File: config.mk
export PLATFORM = sky130hd
export DESIGN_NAME = system_control_registers
export DESIGN_NICKNAME = d
export VERILOG_FILES = /design/src/system_control_registers.v
export VERILOG_INCLUDE_DIRS = /design/src
export SDC_FILE = /design/constraint.sdc
export NUM_CORES = 1
export LEC_CHECK = 0
export ABC_CLOCK_PERIOD_IN_PS = 3000
export BUFFER_PORTS_ARGS = -buffer_cell sky130_fd_sc_hd__buf_2
export CAP_MARGIN = 25
export CORE_UTILIZATION = 55
export CTS_BUF_LIST = sky130_fd_sc_hd__clkbuf_16
export DETAILED_ROUTE_END_ITERATION = 12
export PLACE_DENSITY = 0.78
export REMOVE_ABC_BUFFERS = 1
export SETUP_SLACK_MARGIN = 0.02
export SLEW_MARGIN = 20
export SYNTH_ARGS = -nofsm -noshare
export SYNTH_HDL_FRONTEND = slang
export SYNTH_SLANG_ARGS = --single-unit
File: constraint.sdc
create_clock -name pclk -period 3 [get_ports pclk]
set_input_delay 0 -clock pclk [delete_from_list [all_inputs] [get_ports pclk]]
set_output_delay 0 -clock pclk [all_outputs]
set_load 0.02 [all_outputs]
File: src/system_control_map.vh
`ifndef SYSTEM_CONTROL_MAP_VH
`define SYSTEM_CONTROL_MAP_VH

// ----------------------------------------
// Register indices (byte address = 4 * index)
// ----------------------------------------
`define IDX_CALL_STACK_INDEX 10'h002
`define IDX_CLOCK_MODE_CONTROL 10'h003
`define IDX_INTERRUPT_MASK 10'h004
`define IDX_INTERRUPT_PENDING 10'h005
`define IDX_WIDE_TIMER_MODE 10'h006
`define IDX_PENDING_CLEAR 10'h007
`define IDX_WIDE_COUNT_LOW 10'h008
`define IDX_WIDE_COUNT_HIGH 10'h009

// ----------------------------------------
// Reset values
// ----------------------------------------
`define RST_CALL_STACK_INDEX 8'h00
`define RST_CLOCK_MODE_CONTROL 8'hf6
`define RST_INTERRUPT_MASK 8'h00
`define RST_INTERRUPT_PENDING 8'h00
`define RST_WIDE_TIMER_MODE 8'h00

// ----------------------------------------
// Clock mode fields
// ----------------------------------------
`define CMC_SEL_HI 7
`define CMC_SEL_LO 5
`define CMC_FAST_EN 4
`define CMC_TYPE 3
`define CMC_SLOW_EN 2
`define CMC_WDOG_EN 1
`define CMC_RST_PIN 0

// ----------------------------------------
// Interrupt bit positions and implemented mask
// ----------------------------------------
`define IRQ_THIRD_TIMER 7
`define IRQ_SECOND_TIMER 6
`define IRQ_COMPARATOR 4
`define IRQ_CONVERTER 3
`define IRQ_WIDE_COUNTER 2
`define IRQ_PIN_GROUP1 1
`define IRQ_PIN_GROUP0 0
`define IRQ_IMPL_MASK 8'hdf

// ----------------------------------------
// Wide timer mode fields and source codes
// ----------------------------------------
`define WTM_SRC_HI 7
`define WTM_SRC_LO 5
`define WTM_PRE_HI 4
`define WTM_PRE_LO 3
`define WTM_BIT_HI 2
`define WTM_BIT_LO 0
`define WSRC_STOP 3'h0
`define WSRC_SYSCLK 3'h1
`define WSRC_A4_FALL 3'h3
`define WSRC_FAST 3'h4
`define WSRC_CRYSTAL 3'h5
`define WSRC_SLOW 3'h6
`define WSRC_A0_FALL 3'h7

// ----------------------------------------
// System clock source encoding on outputs
// ----------------------------------------
`define CLKSRC_NONE 2'h0
`define CLKSRC_FAST 2'h1
`define CLKSRC_CRYSTAL 2'h2
`define CLKSRC_SLOW 2'h3

// Stack grows by one 16-bit return location
`define STACK_STEP 8'h02

`endif

File: src/system_control_registers.v
// What this block does
// - Stack index register reads and writes whole
// - Type zero clock select code table
// - Type one clock select code table
// - Bit three picks clock table, resets zero
// - Bit four enables fast oscillator
// - Bit two slow oscillator; off stops watchdog
// - Bit one enables watchdog, resets one
// - Bit zero picks reset pin role
// - Mask bits gate each interrupt source
// - Pending flags set by hardware, software clears
// - Pending layout matches mask, bit five reserved
// - Wide counter clock source selection codes
// - Selected counter bit change raises event
//
// Implementation choice: the APB register port.
`timescale 1ns/1ps
`include "system_control_map.vh"

module system_control_registers (
  input wire pclk,
  input wire presetn,
  input wire psel,
  input wire penable,
  input wire pwrite,
  input wire [11:0] paddr,
  input wire [31:0] pwdata,
  output reg [31:0] prdata,
  output reg pready,
  output reg pslverr,
  input wire stack_push,
  input wire stack_pop,
  input wire third_timer_evt,
  input wire second_timer_evt,
  input wire comparator_evt,
  input wire converter_evt,
  input wire pin_group1_evt,
  input wire pin_group0_evt,
  input wire port_a_bit_four,
  input wire port_a_bit_zero,
  input wire fast_osc_clk,
  input wire crystal_osc_clk,
  input wire slow_osc_clk,
  output reg [7:0] call_stack_index,
  output reg [1:0] sysclk_source,
  output reg [2:0] sysclk_div_log2,
  output reg sysclk_code_reserved,
  output reg fast_internal_oscillator_en,
  output reg slow_internal_oscillator_en,
  output reg watchdog_en,
  output reg external_reset_input_sel,
  output reg irq
);

  // ----------------------------------------
  // Clock select decode
  // ----------------------------------------
  // Returns {reserved, source[1:0], divide log2[2:0]}
  function [5:0] clk_decode;
    input type1;
    input [2:0] code;
    begin
      if (!type1) begin
        case (code)
          3'h0: clk_decode = {1'b0, `CLKSRC_FAST, 3'h2};
          3'h1: clk_decode = {1'b0, `CLKSRC_FAST, 3'h1};
          3'h3: clk_decode = {1'b0, `CLKSRC_CRYSTAL, 3'h2};
          3'h4: clk_decode = {1'b0, `CLKSRC_CRYSTAL, 3'h1};
          3'h5: clk_decode = {1'b0, `CLKSRC_CRYSTAL, 3'h0};
          3'h6: clk_decode = {1'b0, `CLKSRC_SLOW, 3'h2};
          3'h7: clk_decode = {1'b0, `CLKSRC_SLOW, 3'h0};
          default: clk_decode = {1'b1, `CLKSRC_NONE, 3'h0};
        endcase
      end else begin
        case (code)
          3'h0: clk_decode = {1'b0, `CLKSRC_FAST, 3'h4};
          3'h1: clk_decode = {1'b0, `CLKSRC_FAST, 3'h3};
          3'h2: clk_decode = {1'b0, `CLKSRC_SLOW, 3'h4};
          3'h3: clk_decode = {1'b0, `CLKSRC_FAST, 3'h5};
          3'h4: clk_decode = {1'b0, `CLKSRC_FAST, 3'h6};
          3'h5: clk_decode = {1'b0, `CLKSRC_CRYSTAL, 3'h3};
          default: clk_decode = {1'b1, `CLKSRC_NONE, 3'h0};
        endcase
      end
    end
  endfunction

  // ----------------------------------------
  // Register storage
  // ----------------------------------------
  reg [7:0] stack_q;
  reg [7:0] stack_d;
  reg [7:0] clkmode_q;
  reg [7:0] mask_q;
  reg [7:0] pending_q;
  reg [7:0] pending_d;
  reg [7:0] tmode_q;
  reg [15:0] wcount_q;
  reg [15:0] wcount_d;
  reg [5:0] presc_q;
  reg [5:0] presc_d;

  // ----------------------------------------
  // Input synchronisers
  // ----------------------------------------
  // Stage one feeds only stage two; edges come from stages two and three
  reg [4:0] sync1_q;
  reg [4:0] sync2_q;
  reg [4:0] sync3_q;
  wire [4:0] raw_in;
  wire a4_fall;
  wire a0_fall;
  wire fast_tick;
  wire crystal_tick;
  wire slow_tick;

  assign raw_in = {slow_osc_clk, crystal_osc_clk, fast_osc_clk,
                   port_a_bit_zero, port_a_bit_four};

  always @(posedge pclk or negedge presetn) begin
    if (!presetn) begin
      sync1_q <= 5'h00;
      sync2_q <= 5'h00;
      sync3_q <= 5'h00;
    end else begin
      sync1_q <= raw_in;
      sync2_q <= sync1_q;
      sync3_q <= sync2_q;
    end
  end

  // Oscillators slower than half of pclk only; faster ones alias
  assign a4_fall = sync3_q[0] & ~sync2_q[0];
  assign a0_fall = sync3_q[1] & ~sync2_q[1];
  assign fast_tick = sync2_q[2] & ~sync3_q[2];
  assign crystal_tick = sync2_q[3] & ~sync3_q[3];
  assign slow_tick = sync2_q[4] & ~sync3_q[4];

  // ----------------------------------------
  // APB decode
  // ----------------------------------------
  wire [9:0] idx;
  wire aligned;
  wire setup;
  wire wr_en;
  reg mapped;
  reg [7:0] rd_byte;

  assign idx = paddr[11:2];
  assign aligned = (paddr[1:0] == 2'h0);
  assign setup = psel & ~penable;
  assign wr_en = psel & penable & pready & pwrite & ~pslverr;

  always @* begin
    mapped = aligned;
    rd_byte = 8'h00;
    case (idx)
      `IDX_CALL_STACK_INDEX: rd_byte = stack_q;
      `IDX_CLOCK_MODE_CONTROL: rd_byte = clkmode_q;
      `IDX_INTERRUPT_MASK: rd_byte = mask_q;
      `IDX_INTERRUPT_PENDING: rd_byte = pending_q;
      `IDX_WIDE_TIMER_MODE: rd_byte = tmode_q;
      `IDX_PENDING_CLEAR: rd_byte = 8'h00;
      `IDX_WIDE_COUNT_LOW: rd_byte = wcount_q[7:0];
      `IDX_WIDE_COUNT_HIGH: rd_byte = wcount_q[15:8];
      default: mapped = 1'b0;
    endcase
  end

  // Read data captured in setup; access phase always completes at once
  always @(posedge pclk or negedge presetn) begin
    if (!presetn) begin
      pready <= 1'b0;
      pslverr <= 1'b0;
      prdata <= 32'h00000000;
    end else if (setup) begin
      pready <= 1'b1;
      pslverr <= ~mapped;
      prdata <= (mapped && !pwrite) ? {24'h000000, rd_byte} : 32'h00000000;
    end else begin
      pready <= 1'b0;
      pslverr <= 1'b0;
    end
  end

  // ----------------------------------------
  // Stack index and configuration registers
  // ----------------------------------------
  always @* begin
    stack_d = stack_q;
    // relies on software keeping bit zero clear
    if (stack_push && !stack_pop)
      stack_d = stack_q + `STACK_STEP;
    else if (stack_pop && !stack_push)
      stack_d = stack_q - `STACK_STEP;
    if (wr_en && idx == `IDX_CALL_STACK_INDEX)
      stack_d = pwdata[7:0];
  end

  always @(posedge pclk or negedge presetn) begin
    if (!presetn) begin
      stack_q <= `RST_CALL_STACK_INDEX;
      clkmode_q <= `RST_CLOCK_MODE_CONTROL;
      mask_q <= `RST_INTERRUPT_MASK;
      tmode_q <= `RST_WIDE_TIMER_MODE;
    end else begin
      stack_q <= stack_d;
      if (wr_en && idx == `IDX_CLOCK_MODE_CONTROL)
        clkmode_q <= pwdata[7:0];
      // mask write, reserved bit held zero
      if (wr_en && idx == `IDX_INTERRUPT_MASK)
        mask_q <= pwdata[7:0] & `IRQ_IMPL_MASK;
      if (wr_en && idx == `IDX_WIDE_TIMER_MODE)
        tmode_q <= pwdata[7:0];
    end
  end

  // ----------------------------------------
  // Wide counter
  // ----------------------------------------
  reg src_tick;
  reg pre_hit;
  reg wide_evt;
  wire [2:0] src_code;
  wire [1:0] pre_code;
  wire [2:0] bit_sel;

  assign src_code = tmode_q[`WTM_SRC_HI:`WTM_SRC_LO];
  assign pre_code = tmode_q[`WTM_PRE_HI:`WTM_PRE_LO];
  assign bit_sel = tmode_q[`WTM_BIT_HI:`WTM_BIT_LO];

  always @* begin
    case (src_code)
      `WSRC_SYSCLK: src_tick = 1'b1;
      `WSRC_A4_FALL: src_tick = a4_fall;
      `WSRC_FAST: src_tick = fast_tick;
      `WSRC_CRYSTAL: src_tick = crystal_tick;
      `WSRC_SLOW: src_tick = slow_tick;
      `WSRC_A0_FALL: src_tick = a0_fall;
      default: src_tick = 1'b0;
    endcase
    case (pre_code)
      2'h0: pre_hit = 1'b1;
      2'h1: pre_hit = (presc_q[1:0] == 2'h3);
      2'h2: pre_hit = (presc_q[3:0] == 4'hf);
      default: pre_hit = (presc_q == 6'h3f);
    endcase
    presc_d = presc_q;
    wcount_d = wcount_q;
    wide_evt = 1'b0;
    if (src_tick) begin
      presc_d = presc_q + 6'h01;
      if (pre_hit) begin
        wcount_d = wcount_q + 16'h0001;
        wide_evt = wcount_d[{1'b1, bit_sel}] != wcount_q[{1'b1, bit_sel}];
      end
    end
  end

  always @(posedge pclk or negedge presetn) begin
    if (!presetn) begin
      presc_q <= 6'h00;
      wcount_q <= 16'h0000;
    end else begin
      presc_q <= presc_d;
      wcount_q <= wcount_d;
    end
  end

  // ----------------------------------------
  // Interrupt pending and request
  // ----------------------------------------
  wire [7:0] events;
  reg [7:0] clr_bits;

  assign events = {third_timer_evt, second_timer_evt, 1'b0, comparator_evt,
                   converter_evt, wide_evt, pin_group1_evt, pin_group0_evt};

  always @* begin
    clr_bits = 8'h00;
    // Writing zero to a pending bit clears it
    if (wr_en && idx == `IDX_INTERRUPT_PENDING)
      clr_bits = ~pwdata[7:0];
    // Separate write-one-to-clear register
    if (wr_en && idx == `IDX_PENDING_CLEAR)
      clr_bits = pwdata[7:0];
    // set beats clear in the same cycle
    pending_d = ((pending_q & ~clr_bits) | events) & `IRQ_IMPL_MASK;
  end

  always @(posedge pclk or negedge presetn) begin
    if (!presetn)
      pending_q <= `RST_INTERRUPT_PENDING;
    else
      pending_q <= pending_d;
  end

  // ----------------------------------------
  // Registered outputs
  // ----------------------------------------
  wire [5:0] clk_sel;

  assign clk_sel = clk_decode(clkmode_q[`CMC_TYPE], clkmode_q[`CMC_SEL_HI:`CMC_SEL_LO]);

  always @(posedge pclk or negedge presetn) begin
    if (!presetn) begin
      call_stack_index <= `RST_CALL_STACK_INDEX;
      sysclk_source <= `CLKSRC_SLOW;
      sysclk_div_log2 <= 3'h0;
      sysclk_code_reserved <= 1'b0;
      fast_internal_oscillator_en <= 1'b1;
      slow_internal_oscillator_en <= 1'b1;
      watchdog_en <= 1'b1;
      external_reset_input_sel <= 1'b0;
      irq <= 1'b0;
    end else begin
      call_stack_index <= stack_q;
      sysclk_code_reserved <= clk_sel[5];
      sysclk_source <= clk_sel[4:3];
      sysclk_div_log2 <= clk_sel[2:0];
      fast_internal_oscillator_en <= clkmode_q[`CMC_FAST_EN];
      slow_internal_oscillator_en <= clkmode_q[`CMC_SLOW_EN];
      watchdog_en <= clkmode_q[`CMC_WDOG_EN] & clkmode_q[`CMC_SLOW_EN];
      external_reset_input_sel <= clkmode_q[`CMC_RST_PIN];
      irq <= |(pending_q & mask_q);
    end
  end

endmodule // system_control_registers

# == Word level (Yosys, flattened, before mapping) ==
# Index checks and enable logic that the tools add are counted.
# op_classes
addsub,4
order_cmp,1
n_eq_ne,27
mux,21
bitwise_logic,24
n_reduce_logical,19
# op_table
op,count
$pmux 8 s7,1
$mux 8,6
$pmux 6 s7,1
$eq 10x3->1 const B,4
$pmux 6 s6,1
$eq 3x3->1 const B,8
$eq 10x2->1 const B,2
$eq 10x4->1 const B,2
$add 16x1->16 const B,1
$and 8x8->8,2
$not 8->8,2
$reduce_or 8->1,2
$and 1x1->1,11
$eq 3x2->1 const B,3
$logic_and 1x1->1,9
$add 8x2->8 const B,1
$not 1->1,8
$or 8x8->8,1
$sub 8x2->8 const B,1
$mux 1,7
$add 6x1->6 const B,1
$bmux 1 s3,2
$eq 3x1->1 const B,2
$eq 6x6->1 const B,1
other kinds (13),17
# totals
ff_bits,128
input_bits,62
out_inout_bits,53
wordCells,118

# == Logic depth before layout (Yosys ltp) ==
# depth
ltp_word,10
depth_mapped,11

# == Worst setup path after synthesis ==
# No wires, ideal clock.
# synth_path
kind,register to register
start,register tmode_q[6]
end,register wcount_q[15]
setup_ps,124
arrival_ps,1877
required_ps,2876
path_slack_ps,1000
stages_incl_launch_ff,10
path_buffers,2
period_less_slack_ps,2000
cell_sequence,dfrtp_1 -> or3b_2 -> a21oi_1 -> o21a_1 -> or2_2 -> buf_2 -> and3b_1 -> buf_2 -> nand4_1 -> xnor2_1
# synth_between
elab_chain_len,3
# synth_lines
element,line,source
"start, declared",system_control_registers.v:97,reg [7:0] tmode_q;
"start signal, assigned",system_control_registers.v:205,tmode_q <= `RST_WIDE_TIMER_MODE;
"start signal, assigned",system_control_registers.v:214,tmode_q <= pwdata[7:0];
$eq 3x3->1 (tied with other cells),system_control_registers.v:233,case (src_code)
$pmux 1 s6 (*),system_control_registers.v:233,
$reduce_and 2->1 (no line) (*),-,
"end signal, assigned",system_control_registers.v:266,wcount_q <= wcount_d;
"end, declared",system_control_registers.v:98,reg [15:0] wcount_q;
# Mark *: on every way between the ends. The rest lies on a longest branch, timed or not.
# A chain may end at the register's enable or synchronous reset.

# == Worst setup path after layout ==
# layout_path
start,register tmode_q[6]
end,register wcount_q[5]
# The elaborated chain is that of the path after synthesis.

==> run summary <==
CLOCKING
----------------------------------------------------------------------------------------
Maximum root-to-sink buffer count                                                      2
H-tree Lvls                                                                            3
Number of gates resized after CTS                                                      0
Number of buffers created by CTS                                                       9
Number of sinks handled by clock tree synthesis                                      104
Clock latency reported for the late side of the worst-skew pair                   340 ps
Cell at the root of the clock tree                                          sky130_fd_sc_hd__clkbuf_16
CTS clock-pin slew for the worst setup and hold paths                              70 ps
Clock tree from TritonCTS                                                            yes

CRITICAL PATH
----------------------------------------------------------------------------------------
Required time worst endpoint                                                     3230 ps
Internal reg-to-reg setup slack                                                   660 ps
Data arrival time of the critical path                                           2570 ps
Largest fanout of any net on the critical path                                        10
Worst R2R Path Depth                                                                   7
Crit path launch type                                                               flop
CP Class                                                                      reg -> reg
Setup crit end kind                                                                 flop

PLACED DESIGN
----------------------------------------------------------------------------------------
Routability congestion estimate                                                    0.887
Post-placement setup slack                                                        641 ps
Detailed Place HPWL                                                              8.26 mm
Number of I/O port buffers                                                            66

PWR
----------------------------------------------------------------------------------------
Total power draw                                                                 3330 uW
Power density normalized to cell area                                         544 nW/um2
Leakage                                                                       0.00286 uW
IR Drop Worst-Case VDD                                                          0.386 mV

STA
----------------------------------------------------------------------------------------
Transition time at the pin with the least slew margin                             729 ps
Min Tclk post-route                                                              2340 ps
Unrepaired setup endpoints after global routing                                    false
Final setup violating endpoints                                                        0
Number of failing hold endpoints at the final stage                                    0
Worst hold-check slack                                                           6.83 ps
Post-route worst setup slack                                                      661 ps
Worst slew margin relative to its limit                                            0.514
Worst clock skew on the final layout                                             7.95 ps
Portion of the clock cycle consumed by the worst path in the final layout          0.780
Final TNS setup                                                                     0 ps
Achievable Freq                                                                0.427 GHz
Slew Limit Fails                                                                       0

GLOBAL ROUTING
----------------------------------------------------------------------------------------
Antenna violations before repair                                                       0
Total global-route track usage                                                     0.255
GR met2 Demand/Resource                                                            0.400
M1 GR Usage                                                                        0.359
First-pass GRT wire length                                                       19.6 mm
Number of global-route vias before repair                                           3934
GR Overflow Total                                                                      0
Largest net degree at the start of global routing                                     84
Gr busiest metal                                                                    met2
M3 GR Usage                                                                       0.0467

DIE
----------------------------------------------------------------------------------------
Area of the die                                                                10000 um2
Area of the core                                                                9280 um2
DIE WIDTH                                                                         100 um
Number of core rows                                                                   35
Die outline height                                                                100 um
Effective utilization at floorplan                                                 0.571
Total I/O pin count                                                                  115

SYNTH
----------------------------------------------------------------------------------------
Count of cell types in the netlist                                                    63
Ys async rst share                                                                  1.00
Number of synthesized flops with an enable pin                                         0
Post-Synthesis Mean Instance Area                                               10.8 um2
Synthesized-area fraction occupied by xor and xnor cells                          0.0677
Largest family of logic cells by synthesized area                           simple AND/OR/NAND/NOR gates
Sequential fraction of the synthesis area                                          0.494
Number of cells produced by synthesis                                                489
Ys Warns                                                                               0
Area fraction in and, or, nand and nor cells after synthesis                       0.147
Mapped cell area                                                                5300 um2
Mux share of post-synthesis cell area                                              0.104
Number of storage elements in the synthesis netlist                                  104
Prevailing post-synth register cell                                         sky130_fd_sc_hd__dfrtp_1
Complex-gate fraction of the synthesized area                                      0.105
Adder and majority cell fraction of the synthesized area                          0.0227

ROUTING
----------------------------------------------------------------------------------------
DR vias                                                                             4016
Mean routed wirelength per cell                                                  17.1 um
Remaining antenna violation count                                                      0
Vias/cell                                                                           5.74
Sum of routed wire length over all layers                                        12.0 mm
Number of design rule violations left after detail routing                             0
Initial DRC count                                                                    329
First drt pass iteration count                                                         5

FINISH
----------------------------------------------------------------------------------------
Most common cell after layout, fill and taps aside                          sky130_fd_sc_hd__dfrtp_1
Antenna diode count                                                                    0
Core utilization of the finished layout                                            0.659
Most used cells in the layout excluding fill and tap cells                  93 x sky130_fd_sc_hd__dfrtp_1, 65 x sky130_fd_sc_hd__buf_2, 35 x sky130_fd_sc_hd__nor2_1
Fraction of final layout cells sized beyond drive strength 1                       0.240
Area added between synthesis and finish                                            15.3%
NumNets Final                                                                        637

MIN PATH
----------------------------------------------------------------------------------------
Class of the worst hold path                                                   in -> reg
Worst Hold Depth                                                                       3

FLOW RUN
----------------------------------------------------------------------------------------
Number of violations of the max-capacitance limit                                      0

RUN STATUS
----------------------------------------------------------------------------------------
Result of the run                                                           complete, no violations

cells in the mapped netlist, types with 3 or more instances:
| library cell | count | area share |
|---|---|---|
| sky130_fd_sc_hd__a21oi_1 | 21 | 0.020 |
| sky130_fd_sc_hd__nand3_1 | 11 | 0.010 |
| sky130_fd_sc_hd__nor2b_1 | 3 | 0.0035 |
| sky130_fd_sc_hd__and2_1 | 3 | 0.0035 |
| sky130_fd_sc_hd__dfrtp_1 | 93 | 0.44 |
| sky130_fd_sc_hd__o21ai_0 | 25 | 0.024 |
| sky130_fd_sc_hd__mux2i_1 | 16 | 0.030 |
| sky130_fd_sc_hd__nand2b_1 | 7 | 0.0083 |
| sky130_fd_sc_hd__mux2_2 | 20 | 0.042 |
| sky130_fd_sc_hd__xor2_1 | 17 | 0.028 |
| sky130_fd_sc_hd__nor2_1 | 35 | 0.025 |
| sky130_fd_sc_hd__xnor2_1 | 24 | 0.040 |
| sky130_fd_sc_hd__nand4_1 | 9 | 0.011 |
| sky130_fd_sc_hd__buf_4 | 24 | 0.034 |
| sky130_fd_sc_hd__ha_1 | 8 | 0.019 |
| sky130_fd_sc_hd__nand3b_1 | 3 | 0.0042 |
| sky130_fd_sc_hd__clkbuf_1 | 15 | 0.011 |
| sky130_fd_sc_hd__and3_1 | 6 | 0.0071 |
| sky130_fd_sc_hd__o22ai_1 | 10 | 0.012 |
| sky130_fd_sc_hd__buf_2 | 4 | 0.0038 |
| sky130_fd_sc_hd__mux2_4 | 8 | 0.023 |
| sky130_fd_sc_hd__a221o_1 | 3 | 0.0057 |
| sky130_fd_sc_hd__inv_1 | 12 | 0.0085 |
| sky130_fd_sc_hd__dfstp_2 | 11 | 0.055 |
| sky130_fd_sc_hd__nor3_1 | 7 | 0.0066 |
| sky130_fd_sc_hd__a21o_1 | 3 | 0.0042 |
| sky130_fd_sc_hd__nor4_1 | 3 | 0.0035 |
| sky130_fd_sc_hd__a22oi_1 | 10 | 0.014 |
| sky130_fd_sc_hd__nand2_1 | 32 | 0.023 |
path summary, 6_finish.rpt:
check / from / to
max in group asynchronous: presetn / pslverr
worst max register to register: tmode_q[6] / wcount_q[5]
min in group asynchronous: presetn / presc_q[2]
worst max-delay path: tmode_q[6] / wcount_q[5]
worst min register to register: sync1_q[3] / sync2_q[3]
worst min-delay path: pwdata[4] / stack_q[4]
routing by layer:
metal / share of wire / vias to the layer above
met4: 0.022 / 0
met2: 0.48 / 182
li1: - / 1838
met1: 0.44 / 1970
met5: 0 / -
met3: 0.062 / 26
power by group:
part / switching, uW / total [uW] / internal, uW
logic: 363 / 627 / 264
registers: 84.0 / 1600 / 1510
clock network: 532 / 1110 / 573
worst max-delay path: stages (launching register included):
cell,delay [ps]
sky130_fd_sc_hd__dfrtp_1,450
sky130_fd_sc_hd__or3b_2,500
sky130_fd_sc_hd__a21oi_1,180
sky130_fd_sc_hd__o21a_1,190
sky130_fd_sc_hd__o21a_1,410
sky130_fd_sc_hd__and3_1,240
sky130_fd_sc_hd__nand4_1,120
sky130_fd_sc_hd__xnor2_1,140
sequential cells by signal, indices dropped and copies added, names as in the netlist, 2 cells and up:
register	count
sync2_q	5
sync3_q	5
sysclk_div_log2	3
sync1_q	5
prdata	8
pending_q	7
call_stack_index	8
presc_q	6
tmode_q	8
sysclk_source	2
wcount_q	16
clkmode_q	8
mask_q	7
stack_q	8
timing repair:
| item | CTS | global route |
|---|---|---|
| hold buffers | 20 | 0 |
| buffers inserted | 0 | 0 |
| hold endpoints to repair | 100 | 0 |
| endpoints found under the setup margin | 0 | 0 |
layout make-up:
cell class | count | area, um2
fillers | 728 | 3170
flip-flops and latches | 104 | 2620
multi-input cells | 350 | 2450
repair buffers | 89 | 559
clock buffers | 9 | 225
well taps | 129 | 161
clock inverters | 7 | 56.3
inverters | 12 | 45.0
stage by stage:
| step | instances | area [um2] |
|---|---|---|
| after detailed placement | 664 | 5630 |
| final | 700 | 6110 |
| after CTS | 700 | 6110 |
| after floorplan | 466 | 5110 |
| after global routing | 700 | 6110 |
| after global placement | 664 | 5630 |
logic make-up (layout without fill, tap and decap cells):
group	count (synthesis)	count (layout)
multiplexers	46	46
XOR/XNOR	41	41
other	1	24
AO/OA/AOI/OAI	89	89
adder cells (fa/ha/maj)	9	9
AND/OR/NAND/NOR	141	141
buffers and inverters	58	117
flip-flops	104	104
No activity file was read; power rests on OpenSTA's default activity.
